==> src/design/ssq_pkg.sv <==
// Shared constants and types of the servo alarm and overtravel sequencer
package ssq_pkg;

  localparam int ADDR_W = 8;
  localparam int DATA_W = 16;

  // Register offsets
  localparam logic [7:0] OFS_MSW = 8'h00;
  localparam logic [7:0] OFS_TLIM = 8'h04;
  localparam logic [7:0] OFS_TRQ_LVL = 8'h08;
  localparam logic [7:0] OFS_SPD_LVL = 8'h0C;
  localparam logic [7:0] OFS_ACC_LVL = 8'h10;
  localparam logic [7:0] OFS_ERR_LVL = 8'h14;
  localparam logic [7:0] OFS_STATUS = 8'h18;
  localparam logic [7:0] OFS_CTRL = 8'h1C;
  localparam logic [7:0] OFS_IRQ_STAT = 8'h20;
  localparam logic [7:0] OFS_IRQ_CLR = 8'h24;
  localparam logic [7:0] OFS_IRQ_EN = 8'h28;

  // Reset values
  localparam logic [15:0] MSW_RESET = 16'h0080;
  localparam logic [15:0] TLIM_RESET = 16'h0000;
  localparam logic [15:0] TRQ_LVL_RESET = 16'h00C8;
  localparam logic [15:0] SPD_LVL_RESET = 16'h0000;
  localparam logic [15:0] ACC_LVL_RESET = 16'h0000;
  localparam logic [15:0] ERR_LVL_RESET = 16'h2710;
  localparam logic [3:0] IRQ_EN_RESET = 4'h0;

  // Memory-switch field positions
  localparam int MSW_MOTION_SEL = 4;
  localparam int MSW_AUTO_RESET = 5;
  localparam int MSW_COAST = 6;
  localparam int MSW_HOLD_BRAKE = 7;
  localparam int MSW_OT_DECEL = 8;
  localparam int MSW_OT_CLAMP = 9;
  localparam int MSW_KEEP_ERR = 10;
  localparam int MSW_MODE_OFF = 11;
  localparam int MSW_MODE_SEL_LO = 12;

  // Control register fields
  localparam int CTRL_ALARM_RESET = 0;

  // Interrupt status layout
  localparam int IRQ_W = 4;
  localparam int IRQ_ALARM = 0;
  localparam int IRQ_OT = 1;
  localparam int IRQ_AUTO_RST = 2;
  localparam int IRQ_MODE = 3;

  // Status register fields
  localparam int ST_STATE_LO = 0;
  localparam int ST_ALARM = 3;
  localparam int ST_BRAKE = 4;
  localparam int ST_SERVO = 5;
  localparam int ST_PCTRL = 6;
  localparam int ST_OT = 7;

  typedef enum logic [2:0] {
    ST_OFF = 3'h0,
    ST_RUN = 3'h1,
    ST_OT_DECEL = 3'h3,
    ST_OT_CLAMP = 3'h2,
    ST_OT_OFF = 3'h6,
    ST_OT_STOP = 3'h7,
    ST_ALM_STOP = 3'h5,
    ST_ALM_HOLD = 3'h4
  } ssq_state_t;

  typedef enum logic [1:0] {
    COND_TORQUE = 2'h0,
    COND_SPEED = 2'h1,
    COND_ACCEL = 2'h2,
    COND_ERROR = 2'h3
  } ssq_mode_cond_t;

endpackage : ssq_pkg

==> src/design/ssq_mode_if.sv <==
// Link between the sequencer and its mode-switch comparator
`timescale 1ns/100ps
interface ssq_mode_if #(
  parameter int W = 16
);
  import ssq_pkg::*;
  ssq_mode_cond_t sel;
  logic off;
  logic [W-1:0] torque_ref;
  logic [W-1:0] speed_ref;
  logic [W-1:0] accel;
  logic [W-1:0] err_count;
  logic [W-1:0] torque_lvl;
  logic [W-1:0] speed_lvl;
  logic [W-1:0] accel_lvl;
  logic [W-1:0] err_lvl;
  logic active;
  logic changed;

  modport ctrl (
    output sel, off, torque_ref, speed_ref, accel, err_count,
    output torque_lvl, speed_lvl, accel_lvl, err_lvl,
    input active, changed
  );
  modport sw (
    input sel, off, torque_ref, speed_ref, accel, err_count,
    input torque_lvl, speed_lvl, accel_lvl, err_lvl,
    output active, changed
  );
endinterface : ssq_mode_if

==> src/design/ssq_mode_switch.sv <==
// Mode-switch comparator: selects a quantity and compares it with its level
`timescale 1ns/100ps
module ssq_mode_switch (
  input wire logic mclk_i,
  input wire logic srst_i,
  ssq_mode_if.sw mif
);
  import ssq_pkg::*;

  typedef struct packed {
    logic active;
    logic changed;
  } ssq_msw_state_t;

  ssq_msw_state_t q, d;
  logic [$bits(mif.torque_ref)-1:0] qty;
  logic [$bits(mif.torque_ref)-1:0] lvl;

  always_comb begin
    d = q;
    qty = mif.torque_ref;
    lvl = mif.torque_lvl;
    case (mif.sel)
      COND_TORQUE: begin
        qty = mif.torque_ref;
        lvl = mif.torque_lvl;
      end
      COND_SPEED: begin
        qty = mif.speed_ref;
        lvl = mif.speed_lvl;
      end
      COND_ACCEL: begin
        qty = mif.accel;
        lvl = mif.accel_lvl;
      end
      COND_ERROR: begin
        qty = mif.err_count;
        lvl = mif.err_lvl;
      end
      default: begin
        qty = mif.torque_ref;
        lvl = mif.torque_lvl;
      end
    endcase
    // Equal to the level keeps the last decision, so no chatter at the threshold
    if (mif.off) begin
      d.active = 1'b0;
    end else if (qty > lvl) begin
      d.active = 1'b1;
    end else if (qty < lvl) begin
      d.active = 1'b0;
    end
    d.changed = d.active != q.active;
  end

  always_ff @(posedge mclk_i) begin
    if (srst_i) begin
      q <= '0;
    end else begin
      q <= d;
    end
  end

  assign mif.active = q.active;
  assign mif.changed = q.changed;

endmodule : ssq_mode_switch

==> src/design/ssq_sequencer.sv <==
// Servo alarm, overtravel and mode-switch sequencer with its register file
// Operation
// Bit 4 picks running (0) or torque-limit (1) indication on motion detect output.
// Bit 5 set clears the servo alarm automatically when power returns.
// Alarm stop uses dynamic brake when bit 6 is 0, coasting when 1.
// After alarm brake stop, bit 7 keeps brake applied; otherwise it releases.
// Overtravel stops per bit 6 when bit 8 is 0, torque-limited decel when 1.
// After torque-limited overtravel decel, bit 9 picks servo OFF or zero-clamp.
// Bit A at 0 clears error pulses whenever the servo turns OFF.
// Bit B at 1 disables the mode-switch function.
// Bits D,C select torque, speed, acceleration or error pulse as condition.
// Memory-switch bits 4 to D reset to 0, bit 7 to 1.
// Above its level the mode switch drops to proportional control; below it reverts.
//
// Decided for this implementation: the register addresses and the plain strobed port.
`timescale 1ns/100ps
module ssq_sequencer #(
  parameter int Q_W = 16
) (
  input wire logic mclk_i,
  input wire logic srst_i,
  input wire logic [ssq_pkg::ADDR_W-1:0] addr_i,
  input wire logic [ssq_pkg::DATA_W-1:0] wdata_i,
  input wire logic wr_i,
  input wire logic rd_i,
  output logic [ssq_pkg::DATA_W-1:0] rdata_o,
  input wire logic alarm_i,
  input wire logic power_loss_i,
  input wire logic servo_on_req_i,
  input wire logic forward_travel_limit_i,
  input wire logic reverse_travel_limit_i,
  input wire logic motor_running_i,
  input wire logic torque_limited_i,
  input wire logic motor_stopped_i,
  input wire logic [Q_W-1:0] torque_ref_i,
  input wire logic [Q_W-1:0] speed_ref_i,
  input wire logic [Q_W-1:0] accel_i,
  input wire logic [Q_W-1:0] err_count_i,
  output logic motion_detect_output_o,
  output logic servo_enable_o,
  output logic dyn_brake_o,
  output logic torque_decel_o,
  output logic [Q_W-1:0] torque_limit_setting_o,
  output logic zero_clamp_o,
  output logic clear_error_o,
  output logic p_control_o,
  output logic irq_o
);
  import ssq_pkg::*;

  typedef struct packed {
    ssq_state_t state;
    logic [DATA_W-1:0] msw;
    logic [Q_W-1:0] tlim;
    logic [Q_W-1:0] trq_lvl;
    logic [Q_W-1:0] spd_lvl;
    logic [Q_W-1:0] acc_lvl;
    logic [Q_W-1:0] err_lvl;
    logic alarm;
    logic alarm_in;
    logic power_lost;
    logic [IRQ_W-1:0] irq_stat;
    logic [IRQ_W-1:0] irq_en;
    logic [DATA_W-1:0] rdata;
    logic motion;
    logic servo;
    logic brake;
    logic decel;
    logic clamp;
    logic clr_err;
    logic pctrl;
    logic irq;
  } ssq_seq_state_t;

  ssq_seq_state_t q, d;
  ssq_mode_if #(.W(Q_W)) mif ();

  logic overtravel;
  logic alarm_rise;
  logic recovery;
  logic auto_reset;
  logic sw_reset;
  logic [IRQ_W-1:0] irq_set;
  logic [IRQ_W-1:0] irq_clr;

  // Register hit on a write strobe
  function automatic logic wr_hit(input logic wr, input logic [ADDR_W-1:0] a, input logic [ADDR_W-1:0] ofs);
    wr_hit = wr && (a == ofs);
  endfunction : wr_hit

  // Zero-extend a narrow field to the data width
  function automatic logic [DATA_W-1:0] widen(input logic [Q_W-1:0] v);
    widen = DATA_W'(v);
  endfunction : widen

  // Stopped in a state where the servo is not powered
  function automatic logic is_off_state(input ssq_state_t s);
    is_off_state = (s == ST_OFF) || (s == ST_OT_OFF) || (s == ST_OT_STOP) ||
                   (s == ST_ALM_STOP) || (s == ST_ALM_HOLD);
  endfunction : is_off_state

  assign mif.sel = ssq_mode_cond_t'(q.msw[MSW_MODE_SEL_LO +: 2]);
  assign mif.off = q.msw[MSW_MODE_OFF];
  assign mif.torque_ref = torque_ref_i;
  assign mif.speed_ref = speed_ref_i;
  assign mif.accel = accel_i;
  assign mif.err_count = err_count_i;
  assign mif.torque_lvl = q.trq_lvl;
  assign mif.speed_lvl = q.spd_lvl;
  assign mif.accel_lvl = q.acc_lvl;
  assign mif.err_lvl = q.err_lvl;

  ssq_mode_switch u_mode_switch (
    .mclk_i(mclk_i),
    .srst_i(srst_i),
    .mif(mif)
  );

  always_comb begin
    d = q;
    overtravel = forward_travel_limit_i || reverse_travel_limit_i;
    alarm_rise = (alarm_i || power_loss_i) && !q.alarm_in;
    recovery = q.power_lost && !power_loss_i;
    auto_reset = recovery && q.msw[MSW_AUTO_RESET] && !alarm_i;
    sw_reset = wr_hit(wr_i, addr_i, OFS_CTRL) && wdata_i[CTRL_ALARM_RESET] && !alarm_i && !power_loss_i;
    irq_set = '0;
    irq_clr = '0;

    d.alarm_in = alarm_i || power_loss_i;
    d.power_lost = power_loss_i;

    // Alarm latch: a new alarm beats any reset in the same cycle
    if (alarm_rise) begin
      d.alarm = 1'b1;
    end else if (auto_reset || sw_reset) begin
      d.alarm = 1'b0;
    end

    // Register writes
    if (wr_hit(wr_i, addr_i, OFS_MSW)) begin
      d.msw = wdata_i;
    end
    if (wr_hit(wr_i, addr_i, OFS_TLIM)) begin
      d.tlim = wdata_i[Q_W-1:0];
    end
    if (wr_hit(wr_i, addr_i, OFS_TRQ_LVL)) begin
      d.trq_lvl = wdata_i[Q_W-1:0];
    end
    if (wr_hit(wr_i, addr_i, OFS_SPD_LVL)) begin
      d.spd_lvl = wdata_i[Q_W-1:0];
    end
    if (wr_hit(wr_i, addr_i, OFS_ACC_LVL)) begin
      d.acc_lvl = wdata_i[Q_W-1:0];
    end
    if (wr_hit(wr_i, addr_i, OFS_ERR_LVL)) begin
      d.err_lvl = wdata_i[Q_W-1:0];
    end
    if (wr_hit(wr_i, addr_i, OFS_IRQ_EN)) begin
      d.irq_en = wdata_i[IRQ_W-1:0];
    end
    if (wr_hit(wr_i, addr_i, OFS_IRQ_CLR)) begin
      irq_clr = wdata_i[IRQ_W-1:0];
    end

    // Sequencer; alarm outranks overtravel in every state
    case (q.state)
      ST_OFF: begin
        if (q.alarm) begin
          d.state = ST_ALM_STOP;
        end else if (servo_on_req_i) begin
          d.state = ST_RUN;
        end
      end
      ST_RUN: begin
        if (q.alarm) begin
          d.state = ST_ALM_STOP;
        end else if (!servo_on_req_i) begin
          d.state = ST_OFF;
        end else if (overtravel) begin
          irq_set[IRQ_OT] = 1'b1;
          d.state = q.msw[MSW_OT_DECEL] ? ST_OT_DECEL : ST_OT_STOP;
        end
      end
      ST_OT_DECEL: begin
        if (q.alarm) begin
          d.state = ST_ALM_STOP;
        end else if (motor_stopped_i) begin
          d.state = q.msw[MSW_OT_CLAMP] ? ST_OT_CLAMP : ST_OT_OFF;
        end
      end
      ST_OT_CLAMP, ST_OT_OFF, ST_OT_STOP: begin
        if (q.alarm) begin
          d.state = ST_ALM_STOP;
        end else if (!overtravel) begin
          d.state = servo_on_req_i ? ST_RUN : ST_OFF;
        end
      end
      ST_ALM_STOP: begin
        if (!q.alarm) begin
          d.state = ST_OFF;
        end else if (motor_stopped_i) begin
          d.state = ST_ALM_HOLD;
        end
      end
      ST_ALM_HOLD: begin
        if (!q.alarm) begin
          d.state = ST_OFF;
        end
      end
      default: begin
        d.state = ST_OFF;
      end
    endcase

    // Output decode from the next state keeps outputs flopped and aligned
    d.servo = !is_off_state(d.state);
    d.decel = d.state == ST_OT_DECEL;
    d.clamp = d.state == ST_OT_CLAMP;
    case (d.state)
      ST_ALM_STOP, ST_OT_STOP: begin
        d.brake = !q.msw[MSW_COAST];
      end
      ST_ALM_HOLD: begin
        d.brake = !q.msw[MSW_COAST] && q.msw[MSW_HOLD_BRAKE];
      end
      default: begin
        d.brake = 1'b0;
      end
    endcase
    d.clr_err = q.servo && !d.servo && !q.msw[MSW_KEEP_ERR];
    d.motion = q.msw[MSW_MOTION_SEL] ? torque_limited_i : motor_running_i;
    d.pctrl = mif.active && d.servo;

    // Interrupt flags: set wins over a clear in the same cycle
    irq_set[IRQ_ALARM] = alarm_rise;
    irq_set[IRQ_AUTO_RST] = auto_reset && q.alarm;
    irq_set[IRQ_MODE] = mif.changed;
    d.irq_stat = (q.irq_stat & ~irq_clr) | irq_set;
    d.irq = |(d.irq_stat & d.irq_en);

    // Read data stand only in the cycle after the strobe
    d.rdata = '0;
    if (rd_i) begin
      case (addr_i)
        OFS_MSW: d.rdata = q.msw;
        OFS_TLIM: d.rdata = widen(q.tlim);
        OFS_TRQ_LVL: d.rdata = widen(q.trq_lvl);
        OFS_SPD_LVL: d.rdata = widen(q.spd_lvl);
        OFS_ACC_LVL: d.rdata = widen(q.acc_lvl);
        OFS_ERR_LVL: d.rdata = widen(q.err_lvl);
        OFS_STATUS: begin
          d.rdata[ST_STATE_LO +: 3] = q.state;
          d.rdata[ST_ALARM] = q.alarm;
          d.rdata[ST_BRAKE] = q.brake;
          d.rdata[ST_SERVO] = q.servo;
          d.rdata[ST_PCTRL] = q.pctrl;
          d.rdata[ST_OT] = overtravel;
        end
        OFS_IRQ_STAT: d.rdata[IRQ_W-1:0] = q.irq_stat;
        OFS_IRQ_EN: d.rdata[IRQ_W-1:0] = q.irq_en;
        default: d.rdata = '0;
      endcase
    end
  end

  always_ff @(posedge mclk_i) begin
    if (srst_i) begin
      q <= '0;
      q.state <= ST_OFF;
      q.msw <= MSW_RESET;
      q.tlim <= TLIM_RESET;
      q.trq_lvl <= TRQ_LVL_RESET;
      q.spd_lvl <= SPD_LVL_RESET;
      q.acc_lvl <= ACC_LVL_RESET;
      q.err_lvl <= ERR_LVL_RESET;
      q.irq_en <= IRQ_EN_RESET;
    end else begin
      q <= d;
    end
  end

  assign rdata_o = q.rdata;
  assign motion_detect_output_o = q.motion;
  assign servo_enable_o = q.servo;
  assign dyn_brake_o = q.brake;
  assign torque_decel_o = q.decel;
  assign torque_limit_setting_o = q.tlim;
  assign zero_clamp_o = q.clamp;
  assign clear_error_o = q.clr_err;
  assign p_control_o = q.pctrl;
  assign irq_o = q.irq;

endmodule : ssq_sequencer

==> config.mk <==
export PLATFORM = sky130hd
export DESIGN_NAME = ssq_sequencer
export DESIGN_NICKNAME = d
export VERILOG_FILES = /design/src/design/ssq_pkg.sv /design/src/design/ssq_mode_if.sv /design/src/design/ssq_mode_switch.sv /design/src/design/ssq_sequencer.sv
export SDC_FILE = /design/constraint.sdc
export NUM_CORES = 1
export LEC_CHECK = 0
export ABC_AREA = 1
export BUFFER_PORTS_ARGS = -buffer_cell sky130_fd_sc_hd__buf_2
export CAP_MARGIN = 20
export CORE_ASPECT_RATIO = 0.5
export CORE_MARGIN = 2
export CORE_UTILIZATION = 60
export DETAILED_ROUTE_END_ITERATION = 16
export PLACE_DENSITY = 0.93
export SLEW_MARGIN = 10
export SYNTH_ARGS = -nofsm -noshare
export SYNTH_HDL_FRONTEND = slang
export SYNTH_SLANG_ARGS = --single-unit
==> constraint.sdc <==
create_clock -name mclk_i -period 5.45 [get_ports mclk_i]
set_input_delay 0 -clock mclk_i [delete_from_list [all_inputs] [get_ports mclk_i]]
set_output_delay 0 -clock mclk_i [all_outputs]
set_load 0.02 [all_outputs]
==> results.yml <==
run_status:
  status: "finished clean"
global_routing:
  use_met3_pct: 11.12
  grtUsageMet2_pct: 57.68
  busiest_layer: "met2"
  overflow: 0
  grt_pass1_wl_mm: 34.84
  gr-usage-met1_pct: 42.02
  grt_max_degree: 94
  antenna_found_initial: 0
  track_usage_pct: 35.77
  grt_pass1_vias: 7237
die:
  fp.dieW_um: 156.8
  core_sq_mm: 0.01118
  die_height_um: 80.39
  fp-row-count: 27
  dieArea_sq_mm: 0.01260
  io_pins: 140
  start_util_pct: 62.63
worst_setup_path:
  slowest_delay_ns: 0.60
  cpLargestDelayFamily: "simple AND/OR/NAND/NOR gates"
  critPathLaunch: "mif.sel[0]"
  startpoint_type: "flip-flop"
  end_kind: "flip-flop"
  crit_type: "flip-flop to flip-flop"
  critPathSlowestCell: "nand2_1"
  critPathArrivalTime_ns: 3.52
  worst_ep_required_time_ns: 5.77
  cp_num_buf_inv: 4
  path_cells: "inv_2 > nand2_1 > inv_2 > a221oi_1 > nand2_1 > o21ai_0 > inv_1 > ha_1 > nand2_1 > nor2_1 > nand2_1 > inv_1 > nand2_1 > nand2_1 > nand3_1 > nand2_1 > nor2_1"
  cpMostUsedCell: "nand2_1"
  reg2reg_from: "mif.sel[0]"
  crit_fanout: 20
timing:
  clock_skew_ns: 0.008312
  worst_slack_ns: 2.244
  tns_ns: 0
  min_period_over_period_pct: 58.83
  slew_headroom_pct: 42.97
  period_minus_slack_ns: 3.206
  whs_ns: 0.03097
  final-hold-violation-count: 0
  rsz0062_at_grt: "no"
  fmax_mhz: 311.9
  finalSetupViolCount: 0
  drv_slew: 0
  worst_pin_slew_ns: 0.8545
clock_network:
  numCtsBuffers: 17
  cts_tree: "done"
  ctsHtreeMaxLevel: 4
  cts-resized-gates: 0
  clk_latency_ns: 0.43
  cts_sinks: 136
  cts_root_buf: "clkbuf_16"
  clk_pin_slew_ns: 0.06
  clockBufferDepth: 2
synthesis:
  syn_inst: 1012
  yosys_warnings: 0
  synth-edff-count: 0
  netlist_area_sq_mm: 0.007003
  ys_seq_elements: 136
  syn_nets: 1128
  synthFlopType: "dfxtp_1"
  synth.distinct_cells: 32
  syn_avg_cell_area_sq_um: 6.920
  ys_seq_area_share_pct: 38.88
  async_flop_share_pct: 0
route:
  viasPerCell: 6.040
  vias: 7768
  routed_wl_mm: 22.59
  post-route-drc-count: 0
  drt-wirelength-per-cell_um: 17.57
  ant_nets: 0
  firstDrtPassIters: 6
  drtIter0Drc: 1064
flow_run:
  drv_cap: 0
place:
  gp_congestion: 0.9176
  port_buffers: 139
  pre_cts_ws_ns: 2.202
  hpwlAfterDp_mm: 14.78
pwr:
  p_per_area_mw_per_mm2: 284.1
  leakage_uw: 0.003755
  power_uw: 2341
  peakVddDrop_mv: 0.1854
final_layout:
  finalCoreUtilization_pct: 73.70
  nets: 1230
  mostFrequentLayoutCell: "nand2_1"
  drive_above_1_share_pct: 18.46
  area_growth_pct: 17.69
  nFillCells: 779
  diodes: 0
  mostFrequentLayoutCells: "nand2_1 (194), o21ai_0 (145), nor2_1 (140)"
worst_hold_path:
  hold_start: "motor_stopped_i"
  hold_path_class: "primary input to flip-flop"
-- cells by family (layout without fill, tap and decap cells) --
group | count (synthesis) | in the layout | synth area share, %
flops | 136 | 136 | 38.88
simple gates | 403 | 403 | 24.71
fa+ha+maj | 16 | 16 | 2.859
buf+inv | 179 | 294 | 12.04
compound gates | 278 | 278 | 21.51
-- worst register-to-register path, delay by kind of cell, from the launching register on --
kind / cells / cell delay, ns
AND/OR/NAND/NOR: 10 / 1.42
flip-flops: 1 / 0.36
AO/OA/AOI/OAI: 2 / 0.40
adder cells (fa/ha/maj): 1 / 0.28
buffers and inverters: 4 / 0.64
-- registers in the layout, summed over array words and instances, names as in the netlist, 2 cells and up --
register and count:
mif.accel_lvl 16, mif.err_lvl 16, mif.sel 2, mif.speed_lvl 16, mif.torque_lvl 16, rdata_o 16
q 27, torque_limit_setting_o 16
-- report_power, final --
| group | total (uW) | internal [uW] | switching [uW] |
|---|---|---|---|
| clock network | 1160 | 708 | 448 |
| registers | 1010 | 1010 | 7.57 |
| logic | 172 | 67.9 | 104 |
-- synth_stat cells (8+ instances only) --
cell / count / area share (%)
nand4_1: 11 / 0.98
nand2_1: 194 / 10
a221oi_1: 8 / 1.0
o21ai_0: 145 / 10
o221ai_1: 12 / 1.5
a21oi_1: 84 / 6.0
dfxtp_1: 136 / 39
buf_2: 15 / 1.1
nor2_1: 140 / 7.5
nand3_1: 27 / 1.9
clkbuf_1: 24 / 1.3
ha_1: 16 / 2.9
inv_1: 89 / 4.8
o22ai_1: 15 / 1.3
buf_4: 34 / 3.6
inv_2: 12 / 0.64
nor3_1: 8 / 0.57
-- through the flow --
step,std cells,cell area (sq um)
after floorplan,1012,7003
after global placement,1233,7441
after detailed placement,1233,7441
after CTS,1285,8234
after global routing,1286,8242
final,1286,8242
-- path summary, 6_finish.rpt --
path | end | slack [ns] | cells past startpoint
worst min-delay path | dyn_brake_o | 0.03 | 5
worst max-delay path | u_mode_switch.mif.changed | 2.24 | 17
worst max register to register | u_mode_switch.mif.changed | 2.24 | 17
worst min register to register | q[130] | 0.46 | 2
-- area by class of cell --
class	count	area, sq um	share of cell area (%)
Tap cell	159	198.9	2.414
Sequential cell	136	2723	33.03
Multi-Input combinational cell	697	3437	41.70
Timing Repair Buffer	161	910.9	11.05
Clock inverter	11	122.6	1.488
Clock buffer	21	470.5	5.708
Inverter	101	379.1	4.600
-- repair_timing --
action	4_1_cts	5_1_grt
setup buffers	0	0
hold endpoints to repair	84	0
hold buffers	20	0
-- layer usage --
metal / wire length, um / part of all wire, % / up-vias
met3: 2780 / 12 / 157
li1: - / - / 3515
met1: 8476 / 38 / 3480
met2: 9941 / 44 / 614
met4: 1342 / 5.9 / 2
met5: 53 / 0.23 / -
No activity file was read; power rests on OpenSTA's default activity.
